File: src/core/dpvc_pkg.sv
// constants, field layouts and carrier types of the converter control core
package dpvc_pkg;

   ////////////////////////////////////////////////////////////////////////////
   // register offsets on the serial control port
   localparam logic [6:0] ADDR_PWR = 7'h02;
   localparam logic [6:0] ADDR_RATIO = 7'h04;
   localparam logic [6:0] ADDR_GAINL = 7'h06;
   localparam logic [6:0] ADDR_GAINR = 7'h07;
   localparam logic [6:0] ADDR_STATUS = 7'h0A;

   // field positions
   localparam int PWR_LSB = 0;
   localparam int RATIO_LSB = 0;
   localparam int GAIN_CODE_LSB = 0;
   localparam int GAIN_APPLY_BIT = 9;
   localparam int STAT_LEVEL_LSB = 0;
   localparam int STAT_RATIO_LSB = 2;
   localparam int STAT_VALID_BIT = 5;
   localparam int STAT_BUSY_BIT = 6;
   localparam int STAT_CLKOK_BIT = 7;

   // reset values
   localparam logic [1:0] PWR_RST = 2'h0;
   localparam logic [2:0] RATIO_RST = 3'h0;
   localparam logic [8:0] GAIN_RST = 9'h188;
   localparam logic APPLY_RST = 1'b0;

   // power state field codes
   localparam logic [1:0] PWR_OFF = 2'h0;
   localparam logic [1:0] PWR_STBY = 2'h1;
   localparam logic [1:0] PWR_MUTED = 2'h2;
   localparam logic [1:0] PWR_PLAY = 2'h3;

   // gain code landmarks: zero code is -100dB, 0.25dB per code
   localparam logic [8:0] GAIN_0DB = 9'h190;
   localparam logic [8:0] GAIN_MAX = 9'h1C0;

   // ratio select codes and reference periods per frame
   localparam logic [2:0] RATIO_AUTO = 3'h0;
   localparam int RATIO_TOL = 32;
   localparam int RATIO_CNT_W = 12;
   localparam logic [11:0] RATIO_TABLE [1:7] = '{12'h080, 12'h0C0, 12'h100, 12'h180,
                                                 12'h200, 12'h300, 12'h480};

   ////////////////////////////////////////////////////////////////////////////
   // timing
   localparam int CLK_PERIOD_NS = 50;
   localparam int STEP_TIME_NS = 2000;
   localparam int SOFTMUTE_TIME_NS = 100000;
   localparam int REF_LOSS_NS = 10000;
   localparam int STEP_CYCLES = (STEP_TIME_NS + CLK_PERIOD_NS - 1) / CLK_PERIOD_NS;
   localparam int SOFTMUTE_CYCLES = (SOFTMUTE_TIME_NS + CLK_PERIOD_NS - 1) / CLK_PERIOD_NS;
   localparam int REF_LOSS_CYCLES = REF_LOSS_NS / CLK_PERIOD_NS;
   localparam int PATH_BLOCKS = 4;

   ////////////////////////////////////////////////////////////////////////////
   // carriers
   typedef struct packed {
      logic wr;
      logic rd;
      logic [6:0] addr;
      logic [15:0] wdata;
   } dpvc_req_t;

   typedef struct packed {
      logic int_clk_en;
      logic charge_pump_en;
      logic control_en;
      logic [PATH_BLOCKS-1:0] path_en;
      logic config_done;
      logic mute;
      logic soft_mute;
   } dpvc_pwr_t;

endpackage

File: src/core/dpvc_core.sv
// power sequencer, ratio selection and digital gain of the converter control core
`timescale 1ns/1ps
`default_nettype none
//
// Behaviour
// - auto ratio measurement tolerates 32 reference periods
// - supports ratios 128fs to 1152fs
// - two-bit power field, reset off
// - reference loss forces off, registers kept
// - sequencer steps through all intermediate stages, except on reference loss, which jumps straight to off
// - off stops clocks, disables all blocks
// - standby runs internal clock, charge pump and control only
// - entering muted powers blocks sequentially
// - entering play releases mute
// - play to muted applies soft mute
// - to standby powers blocks down sequentially
// - off disables charge pump too
// - per-channel gain -100dB to +12dB, 0.25dB
// - gain code mapping saturates at +12dB
// - update bit applies both channels together
// - gain only under serial bus control
// - ratio auto when slave and select zero, else field
module dpvc_core #(
   parameter int SOFTMUTE_CYC = dpvc_pkg::SOFTMUTE_CYCLES,
   parameter int STEP_CYC = dpvc_pkg::STEP_CYCLES,
   parameter int LOSS_CYC = dpvc_pkg::REF_LOSS_CYCLES
) (
   input wire logic clk,
   input wire logic resetn,
   input wire dpvc_pkg::dpvc_req_t req,
   output logic [15:0] rdata,
   output logic rvalid,
   input wire logic ref_tick,
   input wire logic frame_clk,
   input wire logic master_mode,
   input wire logic hw_mode,
   output dpvc_pkg::dpvc_pwr_t pwr,
   output logic [8:0] left_gain_out,
   output logic [8:0] right_gain_out,
   output logic [2:0] ratio_in_use,
   output logic ratio_ok,
   output logic [1:0] power_level,
   output logic ref_clk_ok
);

   typedef enum logic [3:0] {
      S_OFF, S_CP_UP, S_STBY, S_PATH_UP, S_MUTED, S_PLAY, S_SOFTMUTE, S_PATH_DOWN
   } dpvc_state_t;

   ////////////////////////////////////////////////////////////////////////////
   // declarations
   logic [1:0] power_state_select_ff;
   logic [2:0] clock_ratio_select_ff;
   logic [8:0] left_gain_code_ff;
   logic [8:0] right_gain_code_ff;
   logic left_gain_apply_ff;
   logic right_gain_apply_ff;
   logic [8:0] left_applied_ff;
   logic [8:0] right_applied_ff;
   logic [15:0] rdata_ff;
   logic rvalid_ff;
   logic [15:0] nxt_rdata;
   logic [15:0] loss_cnt_ff;
   logic clk_ok_ff;
   dpvc_state_t state_ff;
   dpvc_state_t nxt_state;
   logic [19:0] wait_ff;
   logic [2:0] blocks_ff;
   logic [1:0] target;
   logic wait_done;
   logic [1:0] level;
   logic [2:0] det_code;
   logic det_valid;
   logic [2:0] nxt_ratio;
   logic [2:0] ratio_ff;
   logic ratio_ok_ff;
   logic apply_now;
   dpvc_pkg::dpvc_pwr_t pwr_ff;

   // clamp codes above the top step to +12dB
   function automatic logic [8:0] sat_gain(input logic [8:0] code);
      return (code >= dpvc_pkg::GAIN_MAX) ? dpvc_pkg::GAIN_MAX : code;
   endfunction

   // power level that a sequencer state presents
   function automatic logic [1:0] state_level(input dpvc_state_t s);
      logic [1:0] lv;
      case (s)
         S_OFF: lv = dpvc_pkg::PWR_OFF;
         S_MUTED, S_SOFTMUTE: lv = dpvc_pkg::PWR_MUTED;
         S_PLAY: lv = dpvc_pkg::PWR_PLAY;
         default: lv = dpvc_pkg::PWR_STBY;
      endcase
      return lv;
   endfunction

   ////////////////////////////////////////////////////////////////////////////
   // register file writes
   always_ff @(posedge clk or negedge resetn) begin
      if (!resetn) begin
         power_state_select_ff <= dpvc_pkg::PWR_RST;
         clock_ratio_select_ff <= dpvc_pkg::RATIO_RST;
      end else if (req.wr) begin
         if (req.addr == dpvc_pkg::ADDR_PWR) begin
            power_state_select_ff <= req.wdata[dpvc_pkg::PWR_LSB +: 2];
         end
         if (req.addr == dpvc_pkg::ADDR_RATIO) begin
            clock_ratio_select_ff <= req.wdata[dpvc_pkg::RATIO_LSB +: 3];
         end
      end
   end

   // gain codes are stored on every write; the update bit is latched too
   always_ff @(posedge clk or negedge resetn) begin
      if (!resetn) begin
         left_gain_code_ff <= dpvc_pkg::GAIN_RST;
         right_gain_code_ff <= dpvc_pkg::GAIN_RST;
         left_gain_apply_ff <= dpvc_pkg::APPLY_RST;
         right_gain_apply_ff <= dpvc_pkg::APPLY_RST;
      end else if (req.wr) begin
         if (req.addr == dpvc_pkg::ADDR_GAINL) begin
            left_gain_code_ff <= req.wdata[dpvc_pkg::GAIN_CODE_LSB +: 9];
            left_gain_apply_ff <= req.wdata[dpvc_pkg::GAIN_APPLY_BIT];
         end
         if (req.addr == dpvc_pkg::ADDR_GAINR) begin
            right_gain_code_ff <= req.wdata[dpvc_pkg::GAIN_CODE_LSB +: 9];
            right_gain_apply_ff <= req.wdata[dpvc_pkg::GAIN_APPLY_BIT];
         end
      end
   end

   ////////////////////////////////////////////////////////////////////////////
   // synchronised gain update of both channels
   assign apply_now = req.wr && req.wdata[dpvc_pkg::GAIN_APPLY_BIT] &&
                      (req.addr == dpvc_pkg::ADDR_GAINL || req.addr == dpvc_pkg::ADDR_GAINR);

   // the incoming code is used for the written channel, the stored one for the other
   always_ff @(posedge clk or negedge resetn) begin
      if (!resetn) begin
         left_applied_ff <= dpvc_pkg::GAIN_RST;
         right_applied_ff <= dpvc_pkg::GAIN_RST;
      end else if (apply_now && !hw_mode) begin
         if (req.addr == dpvc_pkg::ADDR_GAINL) begin
            left_applied_ff <= sat_gain(req.wdata[8:0]);
            right_applied_ff <= sat_gain(right_gain_code_ff);
         end else begin
            left_applied_ff <= sat_gain(left_gain_code_ff);
            right_applied_ff <= sat_gain(req.wdata[8:0]);
         end
      end
   end

   // pin control runs at unity gain; the range is -100dB..+12dB
   assign left_gain_out = hw_mode ? dpvc_pkg::GAIN_0DB : left_applied_ff;
   assign right_gain_out = hw_mode ? dpvc_pkg::GAIN_0DB : right_applied_ff;

   ////////////////////////////////////////////////////////////////////////////
   // reference clock watchdog: too long without a tick means the clock stopped
   always_ff @(posedge clk or negedge resetn) begin
      if (!resetn) begin
         loss_cnt_ff <= '0;
         clk_ok_ff <= 1'b0;
      end else if (ref_tick) begin
         loss_cnt_ff <= '0;
         clk_ok_ff <= 1'b1;
      end else if (int'(loss_cnt_ff) >= LOSS_CYC - 1) begin
         clk_ok_ff <= 1'b0;
      end else begin
         loss_cnt_ff <= loss_cnt_ff + 16'h0001;
      end
   end

   ////////////////////////////////////////////////////////////////////////////
   // frame ratio measurement
   dpvc_ratio_detect u_detect (
      .clk(clk),
      .resetn(resetn),
      .ref_tick(ref_tick),
      .frame_clk(frame_clk),
      .clear(!clk_ok_ff),
      .ratio_code(det_code),
      .ratio_valid(det_valid)
   );

   // slave auto mode takes the measured ratio, else the written field
   always_comb begin
      if (!master_mode && clock_ratio_select_ff == dpvc_pkg::RATIO_AUTO) begin
         nxt_ratio = det_code;
      end else begin
         nxt_ratio = clock_ratio_select_ff;
      end
   end

   always_ff @(posedge clk or negedge resetn) begin
      if (!resetn) begin
         ratio_ff <= 3'h0;
         ratio_ok_ff <= 1'b0;
      end else begin
         ratio_ff <= nxt_ratio;
         ratio_ok_ff <= (nxt_ratio != dpvc_pkg::RATIO_AUTO);
      end
   end

   ////////////////////////////////////////////////////////////////////////////
   // power sequencer
   // a stopped reference clock drags the target to off; registers stay
   assign target = clk_ok_ff ? power_state_select_ff : dpvc_pkg::PWR_OFF;
   assign wait_done = (wait_ff == '0);
   assign level = state_level(state_ff);

   always_comb begin
      nxt_state = state_ff;
      case (state_ff)
         S_OFF: begin
            if (target != dpvc_pkg::PWR_OFF) begin
               nxt_state = S_CP_UP;
            end
         end
         S_CP_UP: begin
            if (wait_done) begin
               nxt_state = S_STBY;
            end
         end
         S_STBY: begin
            if (target == dpvc_pkg::PWR_OFF) begin
               nxt_state = S_OFF;
            end else if (target != dpvc_pkg::PWR_STBY) begin
               nxt_state = S_PATH_UP;
            end
         end
         S_PATH_UP: begin
            if (target < dpvc_pkg::PWR_MUTED) begin
               nxt_state = S_PATH_DOWN;
            end else if (wait_done && int'(blocks_ff) == dpvc_pkg::PATH_BLOCKS) begin
               nxt_state = S_MUTED;
            end
         end
         S_MUTED: begin
            if (target == dpvc_pkg::PWR_PLAY) begin
               nxt_state = S_PLAY;
            end else if (target != dpvc_pkg::PWR_MUTED) begin
               nxt_state = S_PATH_DOWN;
            end
         end
         S_PLAY: begin
            if (target != dpvc_pkg::PWR_PLAY) begin
               nxt_state = S_SOFTMUTE;
            end
         end
         S_SOFTMUTE: begin
            if (target == dpvc_pkg::PWR_PLAY) begin
               nxt_state = S_PLAY;
            end else if (wait_done) begin
               nxt_state = S_MUTED;
            end
         end
         S_PATH_DOWN: begin
            if (target >= dpvc_pkg::PWR_MUTED) begin
               nxt_state = S_PATH_UP;
            end else if (wait_done && blocks_ff == 3'h0) begin
               nxt_state = S_STBY;
            end
         end
         default: nxt_state = S_OFF;
      endcase
      if (!clk_ok_ff) begin
         nxt_state = S_OFF;
      end
   end

   always_ff @(posedge clk or negedge resetn) begin
      if (!resetn) begin
         state_ff <= S_OFF;
      end else begin
         state_ff <= nxt_state;
      end
   end

   // step timer: reloaded on every state change and after each block step
   always_ff @(posedge clk or negedge resetn) begin
      if (!resetn) begin
         wait_ff <= '0;
      end else if (nxt_state != state_ff) begin
         wait_ff <= (nxt_state == S_SOFTMUTE) ? 20'(SOFTMUTE_CYC - 1) : 20'(STEP_CYC - 1);
      end else if (!wait_done) begin
         wait_ff <= wait_ff - 20'h00001;
      end else if (state_ff == S_PATH_UP || state_ff == S_PATH_DOWN) begin
         wait_ff <= 20'(STEP_CYC - 1);
      end
   end

   // one path block on or off per step
   always_ff @(posedge clk or negedge resetn) begin
      if (!resetn) begin
         blocks_ff <= 3'h0;
      end else if (nxt_state == S_OFF) begin
         blocks_ff <= 3'h0;
      end else if (state_ff == S_PATH_UP && wait_done &&
                   int'(blocks_ff) < dpvc_pkg::PATH_BLOCKS) begin
         blocks_ff <= blocks_ff + 3'h1;
      end else if (state_ff == S_PATH_DOWN && wait_done && blocks_ff != 3'h0) begin
         blocks_ff <= blocks_ff - 3'h1;
      end
   end

   ////////////////////////////////////////////////////////////////////////////
   // power control outputs
   always_ff @(posedge clk or negedge resetn) begin
      if (!resetn) begin
         pwr_ff <= '0;
         pwr_ff.mute <= 1'b1;
      end else begin
         pwr_ff.int_clk_en <= (nxt_state != S_OFF);
         pwr_ff.charge_pump_en <= (nxt_state != S_OFF);
         pwr_ff.control_en <= (nxt_state != S_OFF);
         for (int i = 0; i < dpvc_pkg::PATH_BLOCKS; i++) begin
            pwr_ff.path_en[i] <= (int'(blocks_ff) > i) && (nxt_state != S_OFF);
         end
         pwr_ff.config_done <= (nxt_state == S_MUTED || nxt_state == S_PLAY ||
                                nxt_state == S_SOFTMUTE);
         pwr_ff.mute <= (nxt_state != S_PLAY);
         pwr_ff.soft_mute <= (nxt_state == S_SOFTMUTE);
      end
   end

   ////////////////////////////////////////////////////////////////////////////
   // register reads, answered one cycle after the strobe
   always_comb begin
      nxt_rdata = 16'h0000;
      case (req.addr)
         dpvc_pkg::ADDR_PWR: nxt_rdata[dpvc_pkg::PWR_LSB +: 2] = power_state_select_ff;
         dpvc_pkg::ADDR_RATIO: nxt_rdata[dpvc_pkg::RATIO_LSB +: 3] = clock_ratio_select_ff;
         dpvc_pkg::ADDR_GAINL: nxt_rdata[9:0] = {left_gain_apply_ff, left_gain_code_ff};
         dpvc_pkg::ADDR_GAINR: nxt_rdata[9:0] = {right_gain_apply_ff, right_gain_code_ff};
         dpvc_pkg::ADDR_STATUS: begin
            nxt_rdata[dpvc_pkg::STAT_LEVEL_LSB +: 2] = level;
            nxt_rdata[dpvc_pkg::STAT_RATIO_LSB +: 3] = ratio_ff;
            nxt_rdata[dpvc_pkg::STAT_VALID_BIT] = det_valid;
            nxt_rdata[dpvc_pkg::STAT_BUSY_BIT] = (level != target);
            nxt_rdata[dpvc_pkg::STAT_CLKOK_BIT] = clk_ok_ff;
         end
         default: nxt_rdata = 16'h0000;
      endcase
   end

   always_ff @(posedge clk or negedge resetn) begin
      if (!resetn) begin
         rdata_ff <= 16'h0000;
         rvalid_ff <= 1'b0;
      end else begin
         rvalid_ff <= req.rd;
         if (req.rd) begin
            rdata_ff <= nxt_rdata;
         end
      end
   end

   assign rdata = rdata_ff;
   assign rvalid = rvalid_ff;
   assign pwr = pwr_ff;
   assign ratio_in_use = ratio_ff;
   assign ratio_ok = ratio_ok_ff;
   assign power_level = level;
   assign ref_clk_ok = clk_ok_ff;

endmodule
`default_nettype wire

File: src/core/dpvc_ratio_detect.sv
// reference-to-frame clock ratio detector
`timescale 1ns/1ps
`default_nettype none
module dpvc_ratio_detect #(
   parameter int CNT_W = dpvc_pkg::RATIO_CNT_W
) (
   input wire logic clk,
   input wire logic resetn,
   input wire logic ref_tick,
   input wire logic frame_clk,
   input wire logic clear,
   output logic [2:0] ratio_code,
   output logic ratio_valid
);

   logic frame_d_ff;
   logic [CNT_W-1:0] count_ff;
   logic [2:0] code_ff;
   logic valid_ff;
   logic frame_rise;

   // match a period count against the ratio table within the tolerance
   function automatic logic [2:0] classify(input logic [CNT_W-1:0] cnt);
      logic [2:0] res;
      int diff;
      res = 3'h0;
      for (int i = 1; i <= 7; i++) begin
         diff = int'(cnt) - int'(dpvc_pkg::RATIO_TABLE[i]);
         if (diff <= dpvc_pkg::RATIO_TOL && diff >= -dpvc_pkg::RATIO_TOL) begin
            res = 3'(i);
         end
      end
      return res;
   endfunction

   assign frame_rise = frame_clk & ~frame_d_ff;

   // frame edge history
   always_ff @(posedge clk or negedge resetn) begin
      if (!resetn) begin
         frame_d_ff <= 1'b0;
      end else begin
         frame_d_ff <= frame_clk;
      end
   end

   // reference periods per frame, saturating
   always_ff @(posedge clk or negedge resetn) begin
      if (!resetn) begin
         count_ff <= '0;
      end else if (clear || frame_rise) begin
         count_ff <= '0;
      end else if (ref_tick && count_ff != '1) begin
         count_ff <= count_ff + 1'b1;
      end
   end

   // classify each completed frame; tolerance of 32 periods
   always_ff @(posedge clk or negedge resetn) begin
      if (!resetn) begin
         code_ff <= 3'h0;
         valid_ff <= 1'b0;
      end else if (clear) begin
         code_ff <= 3'h0;
         valid_ff <= 1'b0;
      end else if (frame_rise) begin
         code_ff <= classify(count_ff);
         valid_ff <= (classify(count_ff) != 3'h0);
      end
   end

   assign ratio_code = code_ff;
   assign ratio_valid = valid_ff;

endmodule
`default_nettype wire

File: config.mk
export PLATFORM = sky130hd
export DESIGN_NAME = dpvc_core
export DESIGN_NICKNAME = d
export VERILOG_FILES = /design/src/core/dpvc_pkg.sv /design/src/core/dpvc_core.sv /design/src/core/dpvc_ratio_detect.sv
export SDC_FILE = /design/constraint.sdc
export NUM_CORES = 1
export LEC_CHECK = 0
export BUFFER_PORTS_ARGS = -buffer_cell sky130_fd_sc_hd__buf_4
export CAP_MARGIN = 0
export CORE_UTILIZATION = 50
export CTS_CLUSTER_DIAMETER = 100
export CTS_CLUSTER_SIZE = 24
export DETAILED_ROUTE_END_ITERATION = 12
export GPL_TIMING_DRIVEN = 0
export HOLD_SLACK_MARGIN = 0.15
export PLACE_DENSITY = 0.72
export SKIP_LAST_GASP = 1
export SYNTH_ARGS = -nofsm -noshare
export SYNTH_HDL_FRONTEND = slang
export SYNTH_SLANG_ARGS = --single-unit
File: constraint.sdc
create_clock -name clk -period 9.9 [get_ports clk]
set_clock_uncertainty 0.2 [all_clocks]
set_input_delay 1.485 -clock clk [delete_from_list [all_inputs] [get_ports clk]]
set_output_delay 1.485 -clock clk [all_outputs]
set_load 0.03 [all_outputs]
# After elaboration in Yosys (flattened, before gate mapping)
# Index checks and enable logic that the tools add are counted.
[word_totals]
regBits = 127
in_bits = 31
out_inout_bits = 52
word_cells = 195
[op_classes]
add_sub_neg = 12
n_lt_le_gt_ge = 25
eq_ne = 27
mux = 54
bitwise = 2
reduce_logical = 49
[ops]
columns = ["op", "count"]
rows = [
  ["32-bit by 6-bit >= comparator with 1-bit output, second input constant", 7],
  ["32-bit by 7-bit <= comparator with 1-bit output, second input constant", 7],
  ["9-bit two-way mux", 7],
  ["20-bit two-way mux", 3],
  ["4-bit two-way mux", 14],
  ["3-bit two-way mux", 13],
  ["16-bit two-way mux", 2],
  ["4-bit one-hot mux with 8 select lines", 1],
  ["4-bit by 3-bit == test with 1-bit output, second input constant", 7],
  ["9-bit >= comparator, second input constant", 3],
  ["12-bit by 10-bit subtractor with 13-bit output, second input constant", 2],
  ["12-bit by 8-bit subtractor with 13-bit output, second input constant", 2],
  ["12-bit by 9-bit subtractor with 13-bit output, second input constant", 2],
  ["12-bit two-way mux", 2],
  ["1-bit logical AND", 22],
  ["7-bit by 3-bit == test with 1-bit output, second input constant", 3],
  ["20-bit logical NOT", 1],
  ["20-bit by 1-bit subtractor with 20-bit output, second input constant", 1],
  ["16-bit by 1-bit adder with 16-bit output, second input constant", 1],
  ["16-bit by 8-bit >= comparator with 1-bit output, second input constant", 1],
  ["5-bit one-hot mux with 3 select lines", 1],
  ["12-bit by 11-bit subtractor with 13-bit output, second input constant", 1],
  ["12-bit by 1-bit adder with 12-bit output, second input constant", 1],
  ["12-bit != test, second input constant", 1],
  ["38 further kinds", 64],
]

# Longest topological paths before layout
[depth]
word_depth = 15
depth_mapped = 11
depth_no_buf = 9

# By module
# A second synthesis with hierarchy kept.
[unflattened]
hier_cells = 761
hier_area_um2 = 7333.3
[modules_own_cells]
columns = ["module", "instances", "cells_each", "area_per_inst_um2"]
rows = [
  ["dpvc_core", 1, 566, 5631.7],
  ["dpvc_ratio_detect", 1, 195, 1701.6],
]

# Worst setup path before layout
# OpenSTA, ideal clock, no wires.
[synth_timing]
kind = "input port to output port"
startpoint = "input port hw_mode"
endpoint = "output port right_gain_out[2]"
arrival_ns = 2.305
required_ns = 8.215
slack_ns = 5.910
path_stages = 3
cell_sequence = "clkbuf_1 > clkbuf_1 > nor2b_1"
[synth_between]
elab_chain_cells = 1
[synth_lines]
columns = ["item", "line", "source"]
rows = [
  ["start, declared", "dpvc_core.sv:36", "input wire logic hw_mode,"],
  ["9-bit two-way mux", "dpvc_core.sv:155", "assign right_gain_out = hw_mode ? dpvc_pkg::GAIN_0DB : right_applied_ff;"],
  ["end, declared", "dpvc_core.sv:39", "output logic [8:0] right_gain_out,"],
]
# Every way passes these cells.

# Worst setup path after layout
[layout_timing]
startpoint = "input port hw_mode"
endpoint = "output port left_gain_out[4]"
[layout_between]
elab_chain_cells = 1
[layout_lines]
columns = ["item", "line", "source"]
rows = [
  ["9-bit two-way mux", "dpvc_core.sv:154", "assign left_gain_out = hw_mode ? dpvc_pkg::GAIN_0DB : left_applied_ff;"],
  ["end, declared", "dpvc_core.sv:38", "output logic [8:0] left_gain_out,"],
]
# Every way passes these cells.

==> results.cfg <==
[finish]
diodes = 0
fill_cells = 1177
area_delta_synth_final_pct = 18.70
final_nets = 927
layout-drive-gt1-share = 0.2014

[setup_path]
cp.required_ns = 8.22
arrival_ns = 2.45
worstPathCellList = clkbuf_1, clkbuf_1, or2_2, buf_4
path_buf_inv = 3
timing.rr.start = u_detect.count_ff[10]
crit_fanout = 10
cp_slowest_cell = clkbuf_1
end_kind = primary output
max_stage_delay_ns = 0.34
crit_top_cell = clkbuf_1
critPathKind = input pin to primary output
crit_family = buffers and inverters
start_kind = input pin
critPathLaunch = hw_mode

[power_and_ir_drop]
p_int_mw = 0.9629
ir_worst_vdd_mv = 0.1376
leakagePower_nw = 3.846
p_sw_mw = 0.3447
switching_share = 0.2636
power_frac_clock = 0.453
p_comb_frac = 0.110
p_seq_frac = 0.438
power_density_nw_per_um2 = 150.7

[floorplan]
coreArea_um2 = 14100
die_w_um = 122.9
core.rowCount = 43
die_y_um = 122.9
initial_core_util = 0.5185
die_area_um2 = 15100
ioPinCount = 83

[routing]
vias = 6239
ant_nets = 0
wl_mm = 17.99
drc_errors = 0
drt_iter0_drc = 551
wl_per_cell_um = 16.99
avgViaCountPerCell = 5.891
wl_met3_mm = 1.204
met2_length_mm = 8.468
firstDrtPassIters = 5
drt-met1-wl_mm = 7.889
top_layer = met4

[clock_tree]
cts_tree = yes
clk_latency_ns = 0.42
clkSinkCount = 127
cts_root_buf = clkbuf_16
cts_max_level = 4
clkTransAtPathRegs_ns = 0.06
cts_buffers = 17
cts_hold_buf = 0
post_cts_buffers = 0
cts.path.max_buffers = 2
cts_resized = 0

[synth]
syn_inst = 771
synth.top_cell.area_share = 0.3903
postSynthAreaPerCell_um2 = 9.479
async_reset_ff_frac = 1.000
ys_types = 74
yosysMostFrequentCell = dfrtp_1
syn_area_um2 = 7308
ys.warnings.count = 0
synth_edf_count = 0
synth_top_area_cell = dfrtp_1
seq_area_frac_synth = 0.4371
synthTopCellsByCount = dfrtp_1 (114), nor2_1 (86), nand2_1 (48), nand3_1 (44), inv_1 (35)
synthFlopType = dfrtp_1
ys_ff_latch = 127
synthTopCellsByArea = dfrtp_1 (39%), ha_1 (5.1%), dfstp_2 (4.7%), nor2_1 (4.4%), mux2_2 (4.0%)

[sta]
min_period_ns = 4.130
tightest_slew_ns = 1.209
relSlewSlack = 0.1867
fin_ws_ns = 5.770
hold_ws_ns = 0.2859
hold_viol_final = 0
setup_viol = 0
period_share = 0.4172
rsz0062_at_grt = no
max_freq_mhz = 242.1
setup_tns_ns = 0
slew_violations = 0

[status]
status = finished clean

[placement]
dp_slack_ns = 5.718
portBuffers = 69
dp_hpwl_mm = 12.88
gp_congestion = 0.8740

[global_route]
grt_max_degree = 81
grt-ovfl-total = 0
antenna_found_initial = 0
grt_pass1_wl_mm = 29.84
gr-usage-all-layers = 0.2559
grt_pass1_vias = 5974

[worst_hold_path]
hold_class = register to register
hp-start = u_detect.ratio_code[2]

[flow_run]
max_cap_viol_count = 0
[power by group through the flow]
stage          Clock, mW  Combinational, mW  Sequential (mW)
4_1_cts            0.603              0.144            0.571
3_3_place_gp           0              0.137            0.578
6_report           0.592              0.143            0.572
5_1_grt            0.626              0.159            0.576
2_1_floorplan          0             0.0832            0.580
3_5_place_dp           0              0.142            0.580
[sequential cells by signal (all words and copies together) (netlist names), 2 cells and up]
register,cells
loss_cnt_ff,16
state_ff,4
right_gain_code_ff,9
left_applied_ff,9
u_detect.ratio_code,3
u_detect.count_ff,12
wait_ff,20
power_state_select_ff,2
clock_ratio_select_ff,3
left_gain_code_ff,9
pwr,8
blocks_ff,3
rdata,10
ratio_in_use,3
right_applied_ff,9
[routing by layer]
metal / track usage / vias up
met5: 0 / -
met4: 0.1029 / 0
met3: 0.04843 / 43
met2: 0.4171 / 257
met1: 0.3356 / 2995
li1: - / 2944
[cell families after synthesis]
logic type | after synthesis | synth area share
AOI/OAI and AO/OA | 153 | 0.1507
xor gates and xnor gates | 40 | 0.04794
adders and majority gates | 30 | 0.05136
buffers and inverters | 79 | 0.04640
DFF | 127 | 0.4371
muxes | 30 | 0.04622
other | 1 | 0.0005131
and+or+nand+nor | 311 | 0.2198
[area by class of cell]
| cell class | count | area (um2) | area share |
|---|---|---|---|
| Clock buffer | 20 | 456.7 | 0.05265 |
| Tap cell | 180 | 225.2 | 0.02596 |
| Sequential cell | 127 | 3194 | 0.3682 |
| Inverter | 36 | 135.1 | 0.01558 |
| Clock inverter | 12 | 112.6 | 0.01298 |
| Buffer | 43 | 203.9 | 0.02351 |
| Timing Repair Buffer | 70 | 549.3 | 0.06332 |
| Multi-Input combinational cell | 571 | 3797 | 0.4378 |
[stage by stage]
| step | cells | power (mW) | instance area [um2] | utilization |
|---|---|---|---|---|
| floorplan | 777 | 0.6637 | 7331 | - |
| global placement | 1026 | 0.7157 | 8074 | 0.5728 |
| detailed placement | 1027 | 0.7220 | 8105 | 0.5750 |
| CTS | 1059 | 1.318 | 8675 | 0.6154 |
| global route | 1059 | 1.361 | 8675 | 0.6154 |
| finish | 1059 | 1.308 | 8675 | 0.6154 |
[worst register-to-register path: stages (launching register included)]
cell       delay, ns
dfrtp_1         0.46
buf_1           0.29
inv_1           0.29
ha_1            0.19
clkbuf_1        0.33
nor3b_1         0.46
nand2_1         0.14
a2111oi_0       0.66
nor3_1          0.14
a211oi_1        0.23
o22ai_1         0.14
a2111o_1        0.36
[layout by cell type (no fill, tap or decap), types with 5 or more instances in the layout]
cell,n
or4_1,6
nor2b_1,26
buf_4,76
nor3b_1,6
xor2_1,17
a31oi_1,31
nand3_1,44
dfstp_2,13
clkinvlp_4,5
a222oi_1,8
and3_1,7
inv_1,35
o22ai_1,9
clkbuf_16,17
clkbuf_1,27
nor3_1,21
mux2_2,26
conb_1,7
a21oi_1,30
o21ai_0,9
nor2_1,86
xnor2_1,23
ha_1,30
nor4_1,7
nand2_1,48
or2_2,13
o31ai_1,11
a211oi_1,6
and2_1,7
dfrtp_1,114
or3_1,9
nand3b_1,8
nand2b_1,10
[worst paths after layout]
check                      depth (start not counted)                     end  slack (ns)
max                                                4        left_gain_out[4]        5.77
max in group asynchronous                          2   right_gain_code_ff[3]        7.94
min reg2reg                                        1  u_detect.ratio_code[2]        0.29
max reg2reg                                       11    u_detect.ratio_valid        5.89
min                                                1  u_detect.ratio_code[2]        0.29
min in group asynchronous                          1            blocks_ff[2]        0.79
Power figures use the tool's default switching activity.
